$ cat config.mk
export PLATFORM = sky130hd
export DESIGN_NAME = src_ctrl
export DESIGN_NICKNAME = d
export VERILOG_FILES = /design/src/shared/src_pkg.sv /design/src/hdl/src_ctrl.sv
export VERILOG_INCLUDE_DIRS = /design/src /design/src/shared
export SDC_FILE = /design/constraint.sdc
export NUM_CORES = 1
export LEC_CHECK = 0
export ABC_AREA = 1
export BUFFER_PORTS_ARGS = -buffer_cell sky130_fd_sc_hd__buf_4
export CAP_MARGIN = 25
export CORE_MARGIN = 2
export CORE_UTILIZATION = 35
export CTS_CLUSTER_DIAMETER = 80
export CTS_CLUSTER_SIZE = 28
export DETAILED_ROUTE_END_ITERATION = 6
export MAX_ROUTING_LAYER = met4
export PLACE_DENSITY = 0.54
export SETUP_SLACK_MARGIN = 0.3
export SLEW_MARGIN = 0
export SYNTH_ARGS = -nofsm -noshare
export SYNTH_HDL_FRONTEND = slang
export SYNTH_SLANG_ARGS = --single-unit
$ cat constraint.sdc
create_clock -name clk -period 13.3 [get_ports clk]
set_input_delay 3.325 -clock clk [delete_from_list [all_inputs] [get_ports clk]]
set_output_delay 3.325 -clock clk [all_outputs]
set_load 0.05 [all_outputs]
$ cat src/shared/src_consts.svh
// Register offsets, field positions and reset values for src control
`ifndef SRC_CONSTS_SVH
`define SRC_CONSTS_SVH
`define SRC_ADDR_ENABLE     16'h0EE0
`define SRC_ADDR_STATUS     16'h0EE1
`define SRC_ADDR_SYS_RATE   16'h0EE2
`define SRC_ADDR_ALT_RATE   16'h0EE3
`define SRC_ADDR_I1_HIGH    16'h0EF0
`define SRC_ADDR_I1_LOW     16'h0EF1
`define SRC_ADDR_I1_PATHS   16'h0EF2
`define SRC_ADDR_I2_HIGH    16'h0EF3
`define SRC_ADDR_I2_LOW     16'h0EF4
`define SRC_ADDR_I2_PATHS   16'h0EF5
`define SRC_RATE_MSB        14
`define SRC_RATE_LSB        11
`define SRC_RATE_SYS_RST    4'h0
`define SRC_RATE_ALT_RST    4'h8
`define SRC_RATE_SYS1       4'h0
`define SRC_RATE_SYS2       4'h1
`define SRC_RATE_SYS3       4'h2
`define SRC_RATE_ALT1       4'h8
`define SRC_RATE_ALT2       4'h9
`define SRC_A1R_BIT         0
`define SRC_A1L_BIT         1
`define SRC_A2R_BIT         2
`define SRC_A2L_BIT         3
`define SRC_I1_INT_MSB      15
`define SRC_I1_INT_LSB      12
`define SRC_I1_DEC_MSB      9
`define SRC_I1_DEC_LSB      6
`define SRC_I2_INT_MSB      15
`define SRC_I2_INT_LSB      14
`define SRC_I2_DEC_MSB      9
`define SRC_I2_DEC_LSB      8
`define SRC_NOTCH_BIT       0
`define SRC_ZERO16          16'h0000
`endif

$ cat src/shared/src_pkg.sv
// Types shared by the sample rate converter control block
package src_pkg;
  typedef struct packed {
    logic        wr;
    logic        rd;
    logic [15:0] addr;
    logic [15:0] wdata;
  } src_req_s;

  typedef struct packed {
    logic [3:0] async_en;
    logic [3:0] i1_interp;
    logic [3:0] i1_decim;
    logic       i1_notch;
    logic [1:0] i2_interp;
    logic [1:0] i2_decim;
    logic       i2_notch;
  } src_paths_s;

  typedef enum logic [1:0] {
    SRC_CHK_IDLE  = 2'b00,
    SRC_CHK_EVAL  = 2'b01,
    SRC_CHK_ERROR = 2'b10
  } src_chk_e;
endpackage

$ cat src/hdl/src_ctrl.sv
// Sample rate converter control, status and clock sufficiency gate
// ***************************************************************
// Summary of operation
// Async conv1 right enable at bit 0
// Other async enables at bits 3,2,1
// Read-only async path status mirrors
// System rate select bits 14:11, reset 0000
// Alternate rate select bits 14:11, reset 1000
// Software uses only listed async rates
// Software clears sources before async rate change
// Async lock status reported as event
// Two iso converters, four and two paths
// Software keeps iso rates in one domain
// Software picks rate groups per domain
// Software keeps integer ratios within range
// Software puts higher rate in high select
// Iso rate selects bits 14:11, reset 0000
// Software clears sources, waits before rate
// Decim sources for high, interp for low
// Iso1 interp enables bits 15 to 12
// Iso1 decim enables bits 9 to 6
// Iso2 interp 15,14, decim 9,8, notch 0
// Notch enable bit 0, reset 0
// Refuse enables without enough clock cycles
// Refusal raises underclocked error output
// Software routes sources at matching rate
// Status set only after accepted enable
// ***************************************************************
`timescale 1ns/10ps
`include "src_consts.svh"

module src_ctrl (
  // Clock and reset
  input  wire logic                clk,
  input  wire logic                rst_n,
  // Register port
  input  wire src_pkg::src_req_s   req,
  output logic [15:0]              rdata,
  // Clock sufficiency and lock inputs from the core
  input  wire logic [15:0]         cycle_budget,
  input  wire logic [3:0]          async_lock_in,
  // Path controls to the converters
  output src_pkg::src_paths_s      paths,
  output logic [3:0]               sys_rate_sel,
  output logic [3:0]               alt_rate_sel,
  output logic [3:0]               i1_high_sel,
  output logic [3:0]               i1_low_sel,
  output logic [3:0]               i2_high_sel,
  output logic [3:0]               i2_low_sel,
  // Events
  output logic [3:0]               async_lock,
  output logic                     underclock_err
);
  import src_pkg::*;

  // ***************************************************************
  // Cycle cost of one active path, counted against the budget
  // ***************************************************************
  localparam logic [15:0] PATH_COST = 16'h0001;

  function automatic logic [15:0] count_paths(input src_paths_s p);
    logic [15:0] n;
    n = '0;
    n = n + 16'(p.async_en[0]) + 16'(p.async_en[1]);
    n = n + 16'(p.async_en[2]) + 16'(p.async_en[3]);
    for (int i = 0; i < 4; i++) begin
      n = n + 16'(p.i1_interp[i]) + 16'(p.i1_decim[i]);
    end
    for (int i = 0; i < 2; i++) begin
      n = n + 16'(p.i2_interp[i]) + 16'(p.i2_decim[i]);
    end
    return n * PATH_COST;
  endfunction

  function automatic logic [3:0] rate_field(input logic [15:0] d);
    return d[`SRC_RATE_MSB:`SRC_RATE_LSB];
  endfunction

  // ***************************************************************
  // Register state
  // ***************************************************************
  logic [3:0]  async_req;
  logic [15:0] i1_req;
  logic [15:0] i2_req;
  src_paths_s  active;
  src_chk_e    chk;
  logic        err;
  logic [3:0]  next_async_req;
  logic [15:0] next_i1_req;
  logic [15:0] next_i2_req;
  logic [3:0]  next_sys_rate;
  logic [3:0]  next_alt_rate;
  logic [3:0]  next_i1_high;
  logic [3:0]  next_i1_low;
  logic [3:0]  next_i2_high;
  logic [3:0]  next_i2_low;
  src_paths_s  next_active;
  src_paths_s  wanted;
  src_chk_e    next_chk;
  logic        next_err;
  logic [15:0] next_rdata;
  logic [3:0]  next_lock;

  always_comb begin
    next_async_req = async_req;
    next_i1_req    = i1_req;
    next_i2_req    = i2_req;
    next_sys_rate  = sys_rate_sel;
    next_alt_rate  = alt_rate_sel;
    next_i1_high   = i1_high_sel;
    next_i1_low    = i1_low_sel;
    next_i2_high   = i2_high_sel;
    next_i2_low    = i2_low_sel;
    if (req.wr) begin
      case (req.addr)
        `SRC_ADDR_ENABLE:   next_async_req = req.wdata[3:0];
        `SRC_ADDR_SYS_RATE: next_sys_rate  = rate_field(req.wdata);
        `SRC_ADDR_ALT_RATE: next_alt_rate  = rate_field(req.wdata);
        `SRC_ADDR_I1_HIGH:  next_i1_high   = rate_field(req.wdata);
        `SRC_ADDR_I1_LOW:   next_i1_low    = rate_field(req.wdata);
        `SRC_ADDR_I1_PATHS: next_i1_req    = req.wdata;
        `SRC_ADDR_I2_HIGH:  next_i2_high   = rate_field(req.wdata);
        `SRC_ADDR_I2_LOW:   next_i2_low    = rate_field(req.wdata);
        `SRC_ADDR_I2_PATHS: next_i2_req    = req.wdata;
        default:            next_async_req = async_req;
      endcase
    end
  end

  // ***************************************************************
  // Requested path set decoded from the control registers
  // ***************************************************************
  always_comb begin
    wanted.async_en  = async_req;
    wanted.i1_interp = i1_req[`SRC_I1_INT_MSB:`SRC_I1_INT_LSB];
    wanted.i1_decim  = i1_req[`SRC_I1_DEC_MSB:`SRC_I1_DEC_LSB];
    wanted.i1_notch  = i1_req[`SRC_NOTCH_BIT];
    wanted.i2_interp = i2_req[`SRC_I2_INT_MSB:`SRC_I2_INT_LSB];
    wanted.i2_decim  = i2_req[`SRC_I2_DEC_MSB:`SRC_I2_DEC_LSB];
    wanted.i2_notch  = i2_req[`SRC_NOTCH_BIT];
  end

  // ***************************************************************
  // Clock sufficiency gate: refused enables leave active paths alone
  // ***************************************************************
  always_comb begin
    src_paths_s trial;
    trial       = '0;
    next_active = active;
    next_chk    = chk;
    next_err    = err;
    case (chk)
      SRC_CHK_IDLE: begin
        if (wanted != active) begin
          next_chk = SRC_CHK_EVAL;
        end
      end
      SRC_CHK_EVAL: begin
        // Disables and notch changes always take effect
        trial           = active & wanted;
        trial.i1_notch  = wanted.i1_notch;
        trial.i2_notch  = wanted.i2_notch;
        if (count_paths(wanted) <= cycle_budget) begin
          next_active = wanted;
          next_err    = 1'b0;
          next_chk    = SRC_CHK_IDLE;
        end else begin
          next_active = trial;
          next_err    = 1'b1;
          next_chk    = SRC_CHK_ERROR;
        end
      end
      SRC_CHK_ERROR: begin
        // Wait until software writes any register, then re-check
        next_active.i1_notch = wanted.i1_notch;
        next_active.i2_notch = wanted.i2_notch;
        if ((wanted & ~active) == '0) begin
          next_active = wanted;
          next_err    = 1'b0;
          next_chk    = SRC_CHK_IDLE;
        end else if (req.wr) begin
          next_chk = SRC_CHK_EVAL;
        end
      end
      default: next_chk = SRC_CHK_IDLE;
    endcase
  end

  // ***************************************************************
  // Read mux and lock event
  // ***************************************************************
  always_comb begin
    next_rdata = `SRC_ZERO16;
    next_lock  = async_lock_in & active.async_en;
    if (req.rd) begin
      case (req.addr)
        `SRC_ADDR_ENABLE:   next_rdata = {12'h000, async_req};
        `SRC_ADDR_STATUS:   next_rdata = {12'h000, active.async_en};
        `SRC_ADDR_SYS_RATE: next_rdata = {1'b0, sys_rate_sel, 11'h000};
        `SRC_ADDR_ALT_RATE: next_rdata = {1'b0, alt_rate_sel, 11'h000};
        `SRC_ADDR_I1_HIGH:  next_rdata = {1'b0, i1_high_sel, 11'h000};
        `SRC_ADDR_I1_LOW:   next_rdata = {1'b0, i1_low_sel, 11'h000};
        `SRC_ADDR_I1_PATHS: next_rdata = {i1_req[15:12], 2'b00,
                                          i1_req[9:6], 5'h00, i1_req[0]};
        `SRC_ADDR_I2_HIGH:  next_rdata = {1'b0, i2_high_sel, 11'h000};
        `SRC_ADDR_I2_LOW:   next_rdata = {1'b0, i2_low_sel, 11'h000};
        `SRC_ADDR_I2_PATHS: next_rdata = {i2_req[15:14], 4'h0,
                                          i2_req[9:8], 7'h00, i2_req[0]};
        default:            next_rdata = `SRC_ZERO16;
      endcase
    end
  end

  always_ff @(posedge clk) begin
    if (!rst_n) begin
      async_req      <= 4'h0;
      i1_req         <= `SRC_ZERO16;
      i2_req         <= `SRC_ZERO16;
      sys_rate_sel   <= `SRC_RATE_SYS_RST;
      alt_rate_sel   <= `SRC_RATE_ALT_RST;
      i1_high_sel    <= `SRC_RATE_SYS_RST;
      i1_low_sel     <= `SRC_RATE_SYS_RST;
      i2_high_sel    <= `SRC_RATE_SYS_RST;
      i2_low_sel     <= `SRC_RATE_SYS_RST;
      active         <= '0;
      chk            <= SRC_CHK_IDLE;
      err            <= 1'b0;
      rdata          <= `SRC_ZERO16;
      async_lock     <= 4'h0;
    end else begin
      async_req      <= next_async_req;
      i1_req         <= next_i1_req;
      i2_req         <= next_i2_req;
      sys_rate_sel   <= next_sys_rate;
      alt_rate_sel   <= next_alt_rate;
      i1_high_sel    <= next_i1_high;
      i1_low_sel     <= next_i1_low;
      i2_high_sel    <= next_i2_high;
      i2_low_sel     <= next_i2_low;
      active         <= next_active;
      chk            <= next_chk;
      err            <= next_err;
      rdata          <= next_rdata;
      async_lock     <= next_lock;
    end
  end

  assign paths          = active;
  assign underclock_err = err;
endmodule // src_ctrl

**Word level (Yosys, flattened, before mapping)**

Cells that the tools add are included.

- Add/subtract/negate cells: 15
- Order comparisons: 1
- Equality and inequality tests: 16
- Bitwise logic cells: 4
- Muxes and demuxes: 12
- Reduce and logical (&&, ||, !) cells: 15

Operators with widths:

| operator | number |
|---|---|
| $eq 16x12->1 const B | 10 |
| $pmux 16 s10 | 1 |
| $and 18x18->18 | 2 |
| $mux 18 | 2 |
| $pmux 18 s2 | 1 |
| $reduce_and 2->1 | 12 |
| $logic_not 18->1 | 1 |
| $ne 18x18->1 | 1 |
| $not 18->18 | 1 |
| $add 15x1->16 | 1 |
| $le 16x16->1 | 1 |
| $add 14x1->15 | 1 |
| $add 13x1->14 | 1 |
| $add 12x1->13 | 1 |
| $add 11x1->12 | 1 |
| $add 10x1->11 | 1 |
| $add 9x1->10 | 1 |
| $add 8x1->9 | 1 |
| $add 7x1->8 | 1 |
| $mux 2 | 4 |
| $add 6x1->7 | 1 |
| $add 5x1->6 | 1 |
| $pmux 2 s3 | 1 |
| $add 4x1->5 | 1 |
| 12 further kinds | 14 |

- Output and inout bits: 63
- Bits of input ports: 56
- Flip-flop bits (word level): 101

**Depth between registers and ports, before layout**

- Depth after elaboration: 18
- Depth in mapped cells: 25
- Depth with buffers taken out: 24

**Worst setup path before layout**

Ideal clock, no wire load.

- Path kind: input port to flip-flop
- Start point: input cycle_budget[1]
- End point: register active (netlist bit paths[14])
- Arrival time: 4607 ps
- Path buffers: 1
- Setup time: 109 ps
- Cell stages on the path: 14
- Slack: 8585 ps
- Cell sequence: inv_1 ha_1 inv_1 o21bai_1 nand2_1 nand2_1 nand2_1 nand2_1 nand3_2 buf_6 nand2_1 nand3_1 nand2_1 inv_1

- Word-level cells in the longest chain between the ends: 3

RTL lines:

| element | line | RTL |
|---|---|---|
| start, declared | src_ctrl.sv:40 | `input wire logic [15:0] cycle_budget,` |
| $le 16x16->1 | src_ctrl.sv:163 | `if (count_paths(wanted) <= cycle_budget) begin` |
| $mux 18 | src_ctrl.sv:163 |  |
| $pmux 18 s2 | src_ctrl.sv:152 | `case (chk)` |
| end signal, assigned | src_ctrl.sv:240 | `active <= next_active;` |
| end, declared | src_ctrl.sv:85 | `src_paths_s active;` |

Every way passes these cells.
A chain may end at the register's enable or synchronous reset.

**Worst setup path in the final report**

- Start point: register i1_req[7]
- End point: register active (netlist bit paths[16])

- Word-level cells in the longest chain between the ends: 12
- Elaborated cells on any way between the ends: 16
- Classes of those cells: add/sub: 9; order compare: 1; eq/ne: 1; mux: 2; bitwise: 1; reduce/logical: 2

RTL lines:

| element | line | RTL |
|---|---|---|
| start, declared | src_ctrl.sv:83 | `logic [15:0] i1_req;` |
| start signal, assigned | src_ctrl.sv:217 | `` i1_req <= `SRC_ZERO16; `` |
| start signal, assigned | src_ctrl.sv:232 | `i1_req <= next_i1_req;` |
| $add 7x1->8 | src_ctrl.sv:67 | `n = n + 16'(p.i1_interp[i]) + 16'(p.i1_decim[i]);` |
| $add 8x1->9 | src_ctrl.sv:67 |  |
| $add 9x1->10 | src_ctrl.sv:67 |  |
| $add 10x1->11 | src_ctrl.sv:67 |  |
| $add 11x1->12 | src_ctrl.sv:67 |  |
| $add 12x1->13 | src_ctrl.sv:70 | `n = n + 16'(p.i2_interp[i]) + 16'(p.i2_decim[i]);` |
| $add 13x1->14 | src_ctrl.sv:70 |  |
| $add 14x1->15 | src_ctrl.sv:70 |  |
| $add 15x1->16 | src_ctrl.sv:70 |  |
| $le 16x16->1 | src_ctrl.sv:163 |  |
| $mux 18 | src_ctrl.sv:163 |  |
| $pmux 18 s2 | src_ctrl.sv:152 |  |

Several ways; a longest one is shown, not always the timed one.

==> reports/summary.txt <==
Detailed Route Iter0 Violations: 287
total track usage: 0.192
Lkg Pwr: 3.02 nW
num rows: 43
Root Buffer: clkbuf_16
total grt overflow: 0
Vias: 4,541
CTS tree: yes
final max-slew violation count: 0
post-route ant nets: 0
final-report hold violation count: 0
H-Tree Depth: 3
Hold WS: 469 ps
CTS buffer count: 9
clk_lat worst skew: 340 ps
Setup CP Type: flop to flop
slowest stage delay, CP: 640 ps
Cells after Synth: 676
DRC Markers: 0
minimum clock period: 5570 ps
drt pass-1 iters: 4
RSZ-0062 raised after global routing: no
initial antenna violation count: 0
Hold Crit Depth: 2
Post-DP HPWL: 10.4 mm
CORE AREA: 0.0138 sq mm
Fmax: 180 MHz
leading area contributor after synthesis: dfxtp_1
# diodes: 0
share of post-route cells with drive strength above 1: 0.205
Worst Hold Class: flop to flop
post-layout util: 0.444
clock skew: 8.15 ps
CP bufs+invs: 6
VDD IR max: 0.0000575 V
fin crit share: 0.419
Area Growth Syn to Fin: 24.4%
Worst Tran Pin Value: 842 ps
DR vias/cell: 4.71
die area: 0.0151 sq mm
largest net degree at the start of global routing: 59
flop and latch count out of synthesis: 80
Synth top area share: 0.324
CP Max Fanout: 19
CP endpoint kind: flop
vias in the first global route: 4,428
die height: 123 um
first-pass GRT wire length: 21.8 mm
critical path launch point type: flop
most frequent CP cell: inv_1
synth top area cells: dfxtp_1, ha_1, inv_1
Die Wd: 123 um
sequential area share after synthesis: 0.324
Max-Cap Viols: 0
port bufs: 112
Fin Setup TNS: 0 ps
CP max-delay cell: nor2_2
Worst EP required: 13,540 ps
Post-Syn Area: 0.00494 sq mm
NumNets Final: 895
post-cts sizing count: 0
Cell variety after synth: 34
WP depth: 21
# IOs: 119
WL/cell: 13.9 um
clock buffer depth: 2
# fillers: 1,414
outcome: finished clean
warnings from Yosys: 0
Slew HR: 0.438
Sink Count: 80
GPL Wtd Cong: 0.909
Worst Path Arrival: 5800 ps
CTS Hold Bufs: 0
count of final setup violators: 0
Mean Syn Cell Area: 7.31 sq um
pwr/cell area: 133 mW/mm^2
routed wire length: 13.4 mm
Crit path max-delay family: adder cells
Starting Density: 0.357
postcts setup bufs: 0
worst path cell trace: inv_1, fa_1, inv_1, fa_1, fa_1, inv_1, fa_1, inv_1, ha_1, inv_1, fa_1, o21ai_0, ha_1, nand3_1, nor2_1, nor2_2, nand3_2, nand2_1, nand3_1, nand2_1, inv_1
Worst-path clk slew: 60 ps
Reg2Reg Depth: 21
-- cells in the mapped netlist --
master    instances
a21oi_1          45
a22oi_1           3
a31oi_1           2
and2_1            1
buf_2             5
buf_4             3
buf_6             4
clkbuf_1          9
clkinv_1          1
conb_1            1
dfxtp_1          80
fa_1             10
ha_1             48
inv_1           129
inv_2             1
nand2_1         106
nand2_2           3
nand2_4           1
nand3_1          33
nand3_2           4
nand3b_1          1
nand4_1          28
nand4_4           1
nor2_1           57
nor2_2           20
nor2_4            8
nor3_1            7
o211ai_1          1
o21a_1            4
o21ai_0          53
o21ai_1           4
o21bai_1          1
xnor2_1           1
xor2_1            1
-- through the flow --
step	instances	worst slack, ps	total power (W)	area, sq um
final	965	7730	0.000819	6140
after detailed placement	950	7690	0.000608	5890
after floorplan	678	8580	0.000514	4950
after CTS	965	7660	0.000829	6140
after global routing	965	7260	0.000872	6140
after global placement	950	7750	0.000605	5890
-- metal layers --
layer / wire length [um] / share of wire / GRT usage
met1: 5990 / 0.45 / 0.232
met5: 0 / 0 / -
met3: 646 / 0.048 / 0.0390
met4: 314 / 0.023 / 0.0704
met2: 6480 / 0.48 / 0.315
-- final timing paths --
| path | startpoint | slack (ps) | endpoint |
|---|---|---|---|
| min | sys_rate_sel[3]$_SDFFE_PN0P_ | 470 | sys_rate_sel[3]$_SDFFE_PN0P_ |
| max reg2reg | i1_req[7]$_SDFFE_PN0P_ | 7730 | paths[16]$_SDFFE_PN0P_ |
| max | i1_req[7]$_SDFFE_PN0P_ | 7730 | paths[16]$_SDFFE_PN0P_ |
| min reg2reg | sys_rate_sel[3]$_SDFFE_PN0P_ | 470 | sys_rate_sel[3]$_SDFFE_PN0P_ |
-- placed cells by master, fill, tap and decap left out, types with 2 or more instances in the layout --
cell         n
clkbuf_16    9
dfxtp_1     80
a21oi_1     45
o21ai_1      4
o21ai_0     53
nor2_1      57
nand4_1     28
nand2_2      3
conb_1       3
nor3_1       7
nor2_4       8
a22oi_1      3
nand2_1    106
clkbuf_1     5
o21a_1       4
a31oi_1      2
fa_1        10
nand3_2      4
buf_4      113
ha_1        48
nor2_2      20
inv_1      129
nand3_1     33
-- flip-flops by register name, indices dropped and copies added, names as in the netlist --
register / count
alt_rate_sel: 4
async_req: 4
underclock_err: 1
rdata: 13
sys_rate_sel: 4
i2_req: 5
paths: 18
chk: 2
i1_req: 9
i1_high_sel: 4
i2_high_sel: 4
i1_low_sel: 4
i2_low_sel: 4
async_lock: 4
-- kinds of logic after synthesis --
group                      share of synthesized area
buffers and inverters                          0.125
DFF                                            0.324
and+or+nand+nor                                0.265
other                                       0.000759
adders and majority gates                      0.162
AOI/OAI and AO/OA                              0.120
xor gates and xnor gates                     0.00355
-- power by group --
group	internal [W]	switching, W	total, W
sequential	0.000267	0.0000324	0.000300
combinational	0.0000996	0.000202	0.000301
clock	0.000125	0.0000930	0.000218
total	0.000492	0.000327	0.000819
-- worst min-delay path, cell delays in order (launching register included) --
cell,delay [ps]
dfxtp_1,320
inv_1,50
a21oi_1,50
-- cell type report --
cell class / count / area [sq um] / share of cell area
multi-input cells: 446 / 2730 / 0.444
flip-flops and latches: 80 / 1600 / 0.261
repair buffers: 113 / 848 / 0.138
inverters: 131 / 492 / 0.0800
clock buffers: 14 / 244 / 0.0397
well taps: 180 / 225 / 0.0367
clock inverters: 1 / 5.00 / 0.000815
(Power assumes the default switching activity.)
